--- config.mk ---
export PLATFORM = sky130hd
export DESIGN_NAME = rbt_top
export DESIGN_NICKNAME = d
export VERILOG_FILES = /design/src/rtl/rbt_pkg.sv /design/src/rtl/rbt_dir_if.sv /design/src/rtl/rbt_sync.sv /design/src/rtl/rbt_path.sv /design/src/rtl/rbt_top.sv
export SDC_FILE = /design/constraint.sdc
export NUM_CORES = 1
export LEC_CHECK = 0
export BUFFER_PORTS_ARGS = -buffer_cell sky130_fd_sc_hd__buf_2
export CORE_UTILIZATION = 41
export DETAILED_ROUTE_END_ITERATION = 8
export GPL_TIMING_DRIVEN = 0
export PLACE_DENSITY = 0.68
export SLEW_MARGIN = 20
export SYNTH_ARGS = -nofsm -noshare
export SYNTH_HDL_FRONTEND = slang
export SYNTH_SLANG_ARGS = --single-unit
--- constraint.sdc ---
create_clock -name i_clk -period 1.4 [get_ports i_clk]
set_input_delay 0.07 -clock i_clk [delete_from_list [all_inputs] [get_ports i_clk]]
set_output_delay 0.07 -clock i_clk [all_outputs]
set_load 0.01 [all_outputs]
--- src/rtl/rbt_pkg.sv ---
// Shared constants of the registered bus transceiver
`default_nettype none

package rbt_pkg;

  // ----------------------------------------------------------------
  // Widths
  // ----------------------------------------------------------------
  localparam int unsigned DATA_W  = 18;            // Bits per bus side
  localparam int unsigned REG_AW  = 8;             // Register byte address
  localparam int unsigned REG_DW  = 32;            // Register data width
  localparam int unsigned CTL_W   = 6;             // Control pins sampled
  localparam int unsigned PIN_W   = 2 * DATA_W + CTL_W;
  localparam int unsigned PRIME_W = 2;             // Synchroniser fill time

  // ----------------------------------------------------------------
  // Register offsets (byte addresses)
  // ----------------------------------------------------------------
  localparam logic [7:0] OFS_CTRL     = 8'h00;     // Output allow bits
  localparam logic [7:0] OFS_AB_HELD  = 8'h04;     // A-to-B stored word
  localparam logic [7:0] OFS_BA_HELD  = 8'h08;     // B-to-A stored word
  localparam logic [7:0] OFS_PIN_STAT = 8'h0c;     // Sampled control pins

  // ----------------------------------------------------------------
  // Field positions and reset values
  // ----------------------------------------------------------------
  localparam int unsigned CTRL_AB_ALLOW = 0;       // Let B side be driven
  localparam int unsigned CTRL_BA_ALLOW = 1;       // Let A side be driven
  localparam logic [1:0]  CTRL_RST      = 2'h3;    // Both allowed

  localparam int unsigned ST_OE_AB   = 0;          // Sampled A-to-B enable
  localparam int unsigned ST_OE_BA_N = 1;          // Sampled B-to-A enable_n
  localparam int unsigned ST_LE_AB   = 2;          // Sampled A-to-B latch en
  localparam int unsigned ST_LE_BA   = 3;          // Sampled B-to-A latch en
  localparam int unsigned ST_B_DRV   = 4;          // B side now driven
  localparam int unsigned ST_A_DRV   = 5;          // A side now driven

  // ----------------------------------------------------------------
  // Positions inside the sampled pin vector
  // ----------------------------------------------------------------
  localparam int unsigned PV_A_DATA  = 0;
  localparam int unsigned PV_B_DATA  = DATA_W;
  localparam int unsigned PV_OE_AB   = 2 * DATA_W;
  localparam int unsigned PV_OE_BA_N = 2 * DATA_W + 1;
  localparam int unsigned PV_LE_AB   = 2 * DATA_W + 2;
  localparam int unsigned PV_LE_BA   = 2 * DATA_W + 3;
  localparam int unsigned PV_CK_AB   = 2 * DATA_W + 4;
  localparam int unsigned PV_CK_BA   = 2 * DATA_W + 5;

  localparam logic [DATA_W-1:0] HELD_RST = 18'h00000; // Power-up content

endpackage : rbt_pkg

`default_nettype wire

--- src/rtl/rbt_dir_if.sv ---
// Signals between the top and one direction's storage path
`default_nettype none

interface rbt_dir_if;
  logic [rbt_pkg::DATA_W-1:0] data;     // Sampled source side bus
  logic                       latch_en; // Sampled latch enable
  logic                       clk_lvl;  // Sampled direction clock level
  logic [rbt_pkg::DATA_W-1:0] held;     // Stored word of the direction

  modport path (input data, input latch_en, input clk_lvl, output held);
  modport feed (output data, output latch_en, output clk_lvl, input held);
endinterface : rbt_dir_if

`default_nettype wire

--- src/rtl/rbt_sync.sv ---
// Two-flop synchroniser for a vector of asynchronous pins
`default_nettype none

module rbt_sync #(
  parameter int unsigned W = 1
) (
  input  wire logic         i_clk,
  input  wire logic         i_rst_n,
  input  wire logic [W-1:0] i_d,
  output var  logic [W-1:0] o_q
);

  // ----------------------------------------------------------------
  // Stages
  // ----------------------------------------------------------------
  logic [W-1:0] meta_r;  // First stage, read only by the second
  logic [W-1:0] sync_r;  // Second stage, safe for logic

  // Both stages clear on reset; pins are only trusted after two edges
  always_ff @(posedge i_clk) begin
    if (!i_rst_n) begin
      meta_r <= '0;
      sync_r <= '0;
    end else begin
      meta_r <= i_d;
      sync_r <= meta_r;
    end
  end

  assign o_q = sync_r;

endmodule : rbt_sync

`default_nettype wire

--- src/rtl/rbt_path.sv ---
// Storage element of one direction: transparent, latch, flip-flop
`default_nettype none

module rbt_path (
  input wire logic i_clk,
  input wire logic i_rst_n,
  rbt_dir_if.path  io
);

  // ----------------------------------------------------------------
  // State
  // ----------------------------------------------------------------
  logic                       le_prev_r;  // Latch enable one cycle ago
  logic                       ck_prev_r;  // Clock level one cycle ago
  logic [rbt_pkg::PRIME_W-1:0] prime_r;   // Fills while sync settles
  logic [rbt_pkg::DATA_W-1:0] held_r;     // Stored word
  logic                       primed;     // Edges may be trusted
  logic                       le_fall;    // Latch enable went low
  logic                       ck_rise;    // Direction clock went high

  assign primed  = prime_r[rbt_pkg::PRIME_W-1];
  assign le_fall = primed & le_prev_r & ~io.latch_en;
  assign ck_rise = primed & ~ck_prev_r & io.clk_lvl;

  // ----------------------------------------------------------------
  // Edge history
  // ----------------------------------------------------------------
  // Edges seen while the synchroniser still shows reset zeros are
  // not real, so they stay masked until it has filled
  always_ff @(posedge i_clk) begin
    if (!i_rst_n) begin
      le_prev_r <= 1'b0;
      ck_prev_r <= 1'b0;
      prime_r   <= '0;
    end else begin
      le_prev_r <= io.latch_en;
      ck_prev_r <= io.clk_lvl;
      prime_r   <= {prime_r[rbt_pkg::PRIME_W-2:0], 1'b1};
    end
  end

  // ----------------------------------------------------------------
  // Storage
  // ----------------------------------------------------------------
  // Output enable plays no part here, so storage runs alike when
  // the outputs float
  always_ff @(posedge i_clk) begin
    if (!i_rst_n) begin
      held_r <= rbt_pkg::HELD_RST;
    end else if (io.latch_en) begin
      held_r <= io.data;                       // Transparent
    end else if (le_fall) begin
      held_r <= io.data;                       // Latch on fall
    end else if (ck_rise) begin
      held_r <= io.data;                       // Clock rising
    end else begin
      held_r <= held_r;                        // Hold
    end
  end

  assign io.held = held_r;

  // ----------------------------------------------------------------
  // Checks
  // ----------------------------------------------------------------
  AST_TRANSPARENT: assert property (
    @(posedge i_clk) disable iff (!i_rst_n)
    io.latch_en |=> (io.held == $past(io.data)))
    else $error("Transparent path did not follow its input");

  AST_HOLD: assert property (
    @(posedge i_clk) disable iff (!i_rst_n)
    (!io.latch_en && !le_fall && !ck_rise) |=> $stable(io.held))
    else $error("Stored word changed while holding");

  AST_CLOCK_CAPTURE: assert property (
    @(posedge i_clk) disable iff (!i_rst_n)
    (primed && !io.latch_en && !ck_prev_r && io.clk_lvl)
      |=> (io.held == $past(io.data)))
    else $error("Clock rising edge did not capture input");

  AST_FALL_CAPTURE: assert property (
    @(posedge i_clk) disable iff (!i_rst_n)
    (primed && le_prev_r && !io.latch_en)
      |=> (io.held == $past(io.data)))
    else $error("Latch enable fall did not capture input");

  AST_NO_FALLING_CLOCK: assert property (
    @(posedge i_clk) disable iff (!i_rst_n)
    (!io.latch_en && !le_prev_r && ck_prev_r && !io.clk_lvl)
      ##1 (!io.latch_en && !io.clk_lvl) |-> $stable(io.held))
    else $error("Falling clock edge changed the stored word");

endmodule : rbt_path

`default_nettype wire

--- src/rtl/rbt_top.sv ---
// Top of the 18-bit registered bus transceiver with register port
//
// The address map and the address-and-strobe port were chosen for this implementation.
`default_nettype none

// Overview of operation
// - Carry 18 bits each way, uninverted, three-state
// - Latch enable high makes storage transparent
// - Latch enable low, clock steady: hold
// - Clock rising edge captures source bus
// - Latch enable falling captures and holds
// - A-to-B enable high drives B side
// - A-to-B enable low floats B side
// - Enables opposite: B-to-A active low
// - B-to-A path mirrors A-to-B independently
// - Clocks act only on rising edge

module rbt_top (
  input  wire logic                       i_clk,
  input  wire logic                       i_rst_n,
  // A side bus, split into its three signals
  input  wire logic [rbt_pkg::DATA_W-1:0] i_a_side_data,
  output var  logic [rbt_pkg::DATA_W-1:0] o_a_side_data,
  output var  logic [rbt_pkg::DATA_W-1:0] o_a_side_data_oe,
  // B side bus, split into its three signals
  input  wire logic [rbt_pkg::DATA_W-1:0] i_b_side_data,
  output var  logic [rbt_pkg::DATA_W-1:0] o_b_side_data,
  output var  logic [rbt_pkg::DATA_W-1:0] o_b_side_data_oe,
  // Direction controls
  input  wire logic                       i_a_to_b_output_enable,
  input  wire logic                       i_b_to_a_output_enable_n,
  input  wire logic                       i_a_to_b_latch_enable,
  input  wire logic                       i_b_to_a_latch_enable,
  input  wire logic                       i_a_to_b_clock,
  input  wire logic                       i_b_to_a_clock,
  // Register port
  input  wire logic [rbt_pkg::REG_AW-1:0] i_reg_addr,
  input  wire logic [rbt_pkg::REG_DW-1:0] i_reg_wdata,
  input  wire logic                       i_reg_wr,
  input  wire logic                       i_reg_rd,
  output var  logic [rbt_pkg::REG_DW-1:0] o_reg_rdata
);

  // ----------------------------------------------------------------
  // Pin sampling
  // ----------------------------------------------------------------
  logic [rbt_pkg::PIN_W-1:0]  pins_raw;  // All asynchronous pins
  logic [rbt_pkg::PIN_W-1:0]  pins_s;    // Same, after two flops
  logic                       oe_ab_s;   // Sampled A-to-B enable
  logic                       oe_ba_n_s; // Sampled B-to-A enable_n

  // Data and controls share one synchroniser so their delays match;
  // a word is only good if the source held it steady across the
  // capture edge, which the driving party guarantees
  assign pins_raw = {i_b_to_a_clock, i_a_to_b_clock,
                     i_b_to_a_latch_enable, i_a_to_b_latch_enable,
                     ~i_b_to_a_output_enable_n, i_a_to_b_output_enable,
                     i_b_side_data, i_a_side_data};

  rbt_sync #(
    .W       (rbt_pkg::PIN_W)
  ) u_sync (
    .i_clk   (i_clk),
    .i_rst_n (i_rst_n),
    .i_d     (pins_raw),
    .o_q     (pins_s)
  );

  assign oe_ab_s   = pins_s[rbt_pkg::PV_OE_AB];
  // The active-low enable crosses inverted, so the synchroniser's reset
  // zeros read as idle and the A side cannot drive while it fills
  assign oe_ba_n_s = ~pins_s[rbt_pkg::PV_OE_BA_N];

  // ----------------------------------------------------------------
  // Direction paths
  // ----------------------------------------------------------------
  rbt_dir_if ab_if ();  // A-to-B storage
  rbt_dir_if ba_if ();  // B-to-A storage, fully separate

  // A-to-B takes the A bus and its own latch enable and clock
  assign ab_if.data     = pins_s[rbt_pkg::PV_A_DATA +: rbt_pkg::DATA_W];
  assign ab_if.latch_en = pins_s[rbt_pkg::PV_LE_AB];
  assign ab_if.clk_lvl  = pins_s[rbt_pkg::PV_CK_AB];

  // B-to-A takes the B bus and its own controls
  assign ba_if.data     = pins_s[rbt_pkg::PV_B_DATA +: rbt_pkg::DATA_W];
  assign ba_if.latch_en = pins_s[rbt_pkg::PV_LE_BA];
  assign ba_if.clk_lvl  = pins_s[rbt_pkg::PV_CK_BA];

  rbt_path u_path_ab (
    .i_clk   (i_clk),
    .i_rst_n (i_rst_n),
    .io      (ab_if.path)
  );

  rbt_path u_path_ba (
    .i_clk   (i_clk),
    .i_rst_n (i_rst_n),
    .io      (ba_if.path)
  );

  // Stored words go straight out, uninverted and from flops
  assign o_b_side_data = ab_if.held;
  assign o_a_side_data = ba_if.held;

  // ----------------------------------------------------------------
  // Control register
  // ----------------------------------------------------------------
  logic [1:0] ctrl_r;  // Output allow bits, both set after reset

  // Software can hold a side floating whatever its enable pin says
  always_ff @(posedge i_clk) begin
    if (!i_rst_n) begin
      ctrl_r <= rbt_pkg::CTRL_RST;
    end else if (i_reg_wr && (i_reg_addr == rbt_pkg::OFS_CTRL)) begin
      ctrl_r <= i_reg_wdata[1:0];
    end
  end

  // ----------------------------------------------------------------
  // Output enables
  // ----------------------------------------------------------------
  logic [rbt_pkg::DATA_W-1:0] b_oe_r;  // B side drive, one per bit
  logic [rbt_pkg::DATA_W-1:0] a_oe_r;  // A side drive, one per bit

  // Enables are registered so the drive turns on with its data;
  // after reset both sides float until the pins ask for drive
  always_ff @(posedge i_clk) begin
    if (!i_rst_n) begin
      b_oe_r <= '0;
      a_oe_r <= '0;
    end else begin
      // Active high, gated by software allow
      b_oe_r <= {rbt_pkg::DATA_W{oe_ab_s &
                                 ctrl_r[rbt_pkg::CTRL_AB_ALLOW]}};
      // Active low: high pin floats the A side
      a_oe_r <= {rbt_pkg::DATA_W{~oe_ba_n_s &
                                 ctrl_r[rbt_pkg::CTRL_BA_ALLOW]}};
    end
  end

  assign o_b_side_data_oe = b_oe_r;
  assign o_a_side_data_oe = a_oe_r;

  // ----------------------------------------------------------------
  // Register read
  // ----------------------------------------------------------------
  logic [rbt_pkg::REG_DW-1:0] rdata_r;  // Read answer, one cycle
  logic [rbt_pkg::REG_DW-1:0] rd_mux;   // Selected register word
  logic [5:0]                 pin_stat; // Sampled pin summary

  always_comb begin
    pin_stat                       = '0;
    pin_stat[rbt_pkg::ST_OE_AB]    = oe_ab_s;
    pin_stat[rbt_pkg::ST_OE_BA_N]  = oe_ba_n_s;
    pin_stat[rbt_pkg::ST_LE_AB]    = ab_if.latch_en;
    pin_stat[rbt_pkg::ST_LE_BA]    = ba_if.latch_en;
    pin_stat[rbt_pkg::ST_B_DRV]    = b_oe_r[0];
    pin_stat[rbt_pkg::ST_A_DRV]    = a_oe_r[0];
  end

  // Narrow words sit low; unmapped addresses read as zero
  always_comb begin
    unique case (i_reg_addr)
      rbt_pkg::OFS_CTRL:     rd_mux = {30'h00000000, ctrl_r};
      rbt_pkg::OFS_AB_HELD:  rd_mux = {14'h0000, ab_if.held};
      rbt_pkg::OFS_BA_HELD:  rd_mux = {14'h0000, ba_if.held};
      rbt_pkg::OFS_PIN_STAT: rd_mux = {26'h0000000, pin_stat};
      default:               rd_mux = '0;
    endcase
  end

  // Data stands only in the cycle after the strobe, zero otherwise
  always_ff @(posedge i_clk) begin
    if (!i_rst_n) begin
      rdata_r <= '0;
    end else if (i_reg_rd) begin
      rdata_r <= rd_mux;
    end else begin
      rdata_r <= '0;
    end
  end

  assign o_reg_rdata = rdata_r;

  // ----------------------------------------------------------------
  // Checks
  // ----------------------------------------------------------------
  AST_AB_PASS: assert property (
    @(posedge i_clk) disable iff (!i_rst_n)
    ab_if.latch_en |=> (o_b_side_data == $past(ab_if.data)))
    else $error("B side output is not the A input unchanged");

  AST_B_DRIVE: assert property (
    @(posedge i_clk) disable iff (!i_rst_n)
    (oe_ab_s && ctrl_r[rbt_pkg::CTRL_AB_ALLOW])
      |=> (o_b_side_data_oe == '1))
    else $error("B side not driven while enabled");

  AST_B_FLOAT: assert property (
    @(posedge i_clk) disable iff (!i_rst_n)
    !oe_ab_s |=> (o_b_side_data_oe == '0))
    else $error("B side driven while its enable is low");

  AST_A_POLARITY: assert property (
    @(posedge i_clk) disable iff (!i_rst_n)
    (oe_ba_n_s |=> (o_a_side_data_oe == '0)) and
    ((!oe_ba_n_s && ctrl_r[rbt_pkg::CTRL_BA_ALLOW])
      |=> (o_a_side_data_oe == '1)))
    else $error("A side drive has the wrong enable polarity");

  AST_BA_PASS: assert property (
    @(posedge i_clk) disable iff (!i_rst_n)
    (ba_if.latch_en && !ab_if.latch_en &&
     $stable(ab_if.latch_en) && $stable(ab_if.clk_lvl))
      |=> (o_a_side_data == $past(ba_if.data)) &&
          $stable(o_b_side_data))
    else $error("B-to-A path not independent of A-to-B");

  AST_OE_INDEPENDENT: assert property (
    @(posedge i_clk) disable iff (!i_rst_n)
    (!oe_ab_s && ab_if.latch_en)
      |=> (ab_if.held == $past(ab_if.data)) && (o_b_side_data_oe == '0))
    else $error("Storage stalled while outputs float");

  AST_RESET: assert property (
    @(posedge i_clk)
    !i_rst_n |=> (o_a_side_data_oe == '0) && (o_b_side_data_oe == '0) &&
                 (ab_if.held == '0) && (ba_if.held == '0))
    else $error("Reset did not clear storage and float outputs");

endmodule : rbt_top

`default_nettype wire

==> results.tsv <==
stage	metric	value	unit
floorplan	ios	190	
hold_path	hp-class	input port to flip-flop	
synth	synth_area_leaders	dfxtp_1, and2_1, buf_4, mux2i_1, nand2_1	
detailed_routing	via_count	3833	
synth	ys_seq_area_share	58.2	%
detailed_routing	vias_per_cell	4.28	
cells_and_area	area_delta_synth_final	42.1	%
cells_and_area	fin_util	60.0	%
setup_path	path_max_fanout	10	
synth	yosys_warnings	0	
synth	synth.top_cell.area_share	58.2	%
timing	min_period	1330	ps
clocking	cts_buffer_depth	2	
detailed_routing	post_drt_wl_per_cell	12.5	um
floorplan	die_x	113	um
setup_path	setup.worst_path.class	flip-flop to flip-flop	
timing	fin_setup_tns	0	ps
global_route	grt_pass1_wl	17.7	mm
global_route	first_global_vias	3693	
synth	syn-instance-count	484	
place	port_buffers	144	
setup_path	cp_data_arrival_time	1660	ps
floorplan	start_util	42.2	%
setup_path	crit_buf_inv	3	
detailed_routing	drt_wl_total	11.2	mm
cells_and_area	final_common_cell	buf_2	
flow_run	cap_violations	0	
timing	rsz0062_at_grt	false	
cells_and_area	antenna_cells	0	
setup_path	path_delay_family	buffers and inverters	
timing	hold_viol_final	0	
clocking	cts-root-buf	clkbuf_16	
power	p_leak	0.00357	uW
place	place_hpwl	8.07	mm
synth	synth_area	0.00509	mm2
synth	yosysTopAreaCell	dfxtp_1	
floorplan	die-height	113	um
detailed_routing	drc	0	
timing	slew_viol_final	0	
global_route	grt_max_degree	20	
setup_path	crit_top_cell	buf_6	
floorplan	die_area	0.0129	mm2
setup_path	crit_required	1740	ps
setup_path	cp_cell_sequence	inv_1, a21o_1, a21oi_1, buf_6, buf_6, mux2i_1	
floorplan	core	0.0121	mm2
cells_and_area	final_cell_mix	buf_2, dfxtp_1, and2_1, nand2_1, buf_4	
timing	skew	9.85	ps
clocking	clk-insertion-delay-late	410	ps
cells_and_area	fillers	1040	
setup_path	worstSetupStartpointType	flip-flop	
clocking	cts_tree	yes	
clocking	clock_sinks	148	
synth	ys_seq_elements	148	
power	p_per_area	1350	mW/mm2
clocking	clkSlewWorstSetupHoldPaths	60	ps
timing	timing.final.crit_share	94.7	%
clocking	cts_max_level	4	
synth	synth_cell_types	25	
power	finalPower	9770	uW
detailed_routing	dr.pass1.iters	4	
timing	final-setup-viol-count	0	
setup_path	cp_slowest_stage_delay	310	ps
global_route	grt.overflow.total	0	
global_route	antenna_found_initial	0	
floorplan	placement_rows	40	
cells_and_area	fin_nets	801	
clocking	numCtsBuffers	17	
detailed_routing	ant_nets	0	
cells_and_area	drive_above_1_share	35.5	%
detailed_routing	first_iter_violations	152	
setup_path	cp_slowest_cell	dfxtp_1	
synth	synth.avg_cell_area	10.5	um2
run_status	outcome	completed	
place	routabilityCongestion	0.775	
timing	max_freq	754	MHz
power	peakVddDrop	0.756	mV
setup_path	cp-end-kind	flip-flop	
global_route	grt_usage	18.0	%
==> cell usage after synthesis <==
master / instances
mux4_2: 1
a22oi_1: 16
conb_1: 1
dfxtp_1: 148
a21oi_1: 2
o21ai_0: 1
and2b_1: 1
nor2b_1: 4
nand4_4: 1
buf_6: 3
mux2_2: 4
and2_1: 88
nand4_1: 1
nand2_1: 75
buf_4: 51
inv_1: 2
a21o_1: 2
mux2i_1: 38
nor2_1: 18
clkbuf_1: 10
and3_1: 2
clkbuf_2: 1
nor4_4: 1
a211oi_1: 2
buf_2: 11
==> worst register-to-register path: stages, from the launching register on <==
cell     delay (ps)
dfxtp_1         310
inv_1            40
a21o_1          150
a21oi_1         210
buf_6           160
buf_6           180
mux2i_1         210
==> area by class of cell <==
class                      count  area, um2  area share, %
timing repair buffer         200       1260           17.4
inverter                       2       7.51          0.104
clock inverter                12        180           2.49
clock buffer                  19        443           6.12
multi-input combinational    271       1660           22.9
tap                          168        210           2.90
sequential                   148       2970           40.9
buffer                        75        518           7.15
==> cell families after synthesis <==
family / count (synthesis) / synth area share [%]
AND/OR/NAND/NOR: 191 / 19.5
flip-flops: 148 / 58.2
buffers and inverters: 78 / 10.2
multiplexers: 43 / 8.79
AO/OA/AOI/OAI: 23 / 3.24
other: 1 / 0.0736
==> routing by layer <==
layer,global-route usage (%),vias up,part of all wire (%)
li1,-,1941,-
met1,20.3,1737,43
met2,32.0,139,50
met3,5.10,16,5.3
met4,7.28,0,2.0
met5,0,-,0
==> path summary, 6_finish.rpt <==
path / slack, ps / to / cells past startpoint / start
worst max-delay path: 70 / u_path_ab.io.held[12]$_SDFFE_PN0P_ / 6 / u_path_ab.ck_prev_r$_SDFF_PN0_
worst min-delay path: 60 / o_reg_rdata[6]$_SDFF_PN0_ / 4 / i_reg_addr[4]
worst min register to register: 430 / u_sync.o_q[2]$_SDFF_PN0_ / 1 / u_sync.meta_r[2]$_SDFF_PN0_
worst max register to register: 70 / u_path_ab.io.held[12]$_SDFFE_PN0P_ / 6 / u_path_ab.ck_prev_r$_SDFF_PN0_
==> power by group <==
group | switching, uW | internal (uW)
sequential | 52.8 | 4350
combinational | 289 | 377
clock | 1680 | 3020
total | 2020 | 7750
==> flip-flops by register name, indices dropped and copies added, names as in the netlist, 2 cells and up <==
| name | flops |
|---|---|
| ctrl_r | 2 |
| o_reg_rdata | 18 |
| u_path_ab.io.held | 18 |
| u_path_ba.io.held | 18 |
| u_sync.meta_r | 42 |
| u_sync.o_q | 42 |
==> per-stage QoR <==
step | instances | instance area, um2 | hold WS (ps) | worst slack, ps
after floorplan | 497 | 5140 | 97.7 | 222
after global placement | 809 | 6070 | 250 | 92.6
after detailed placement | 809 | 6070 | 252 | 4.39
after CTS | 887 | 7170 | 54.8 | 7.39
after global routing | 895 | 7240 | 78.0 | 16.0
final | 895 | 7240 | 64.6 | 74.4
==> what timing repair did <==
item,CTS,global route
setup buffers,0,9
hold endpoints to repair,51,0
endpoints found under the setup margin,36,15
gates resized for setup,2,4
hold buffers,47,0
No activity file was read; power rests on OpenSTA's default activity.
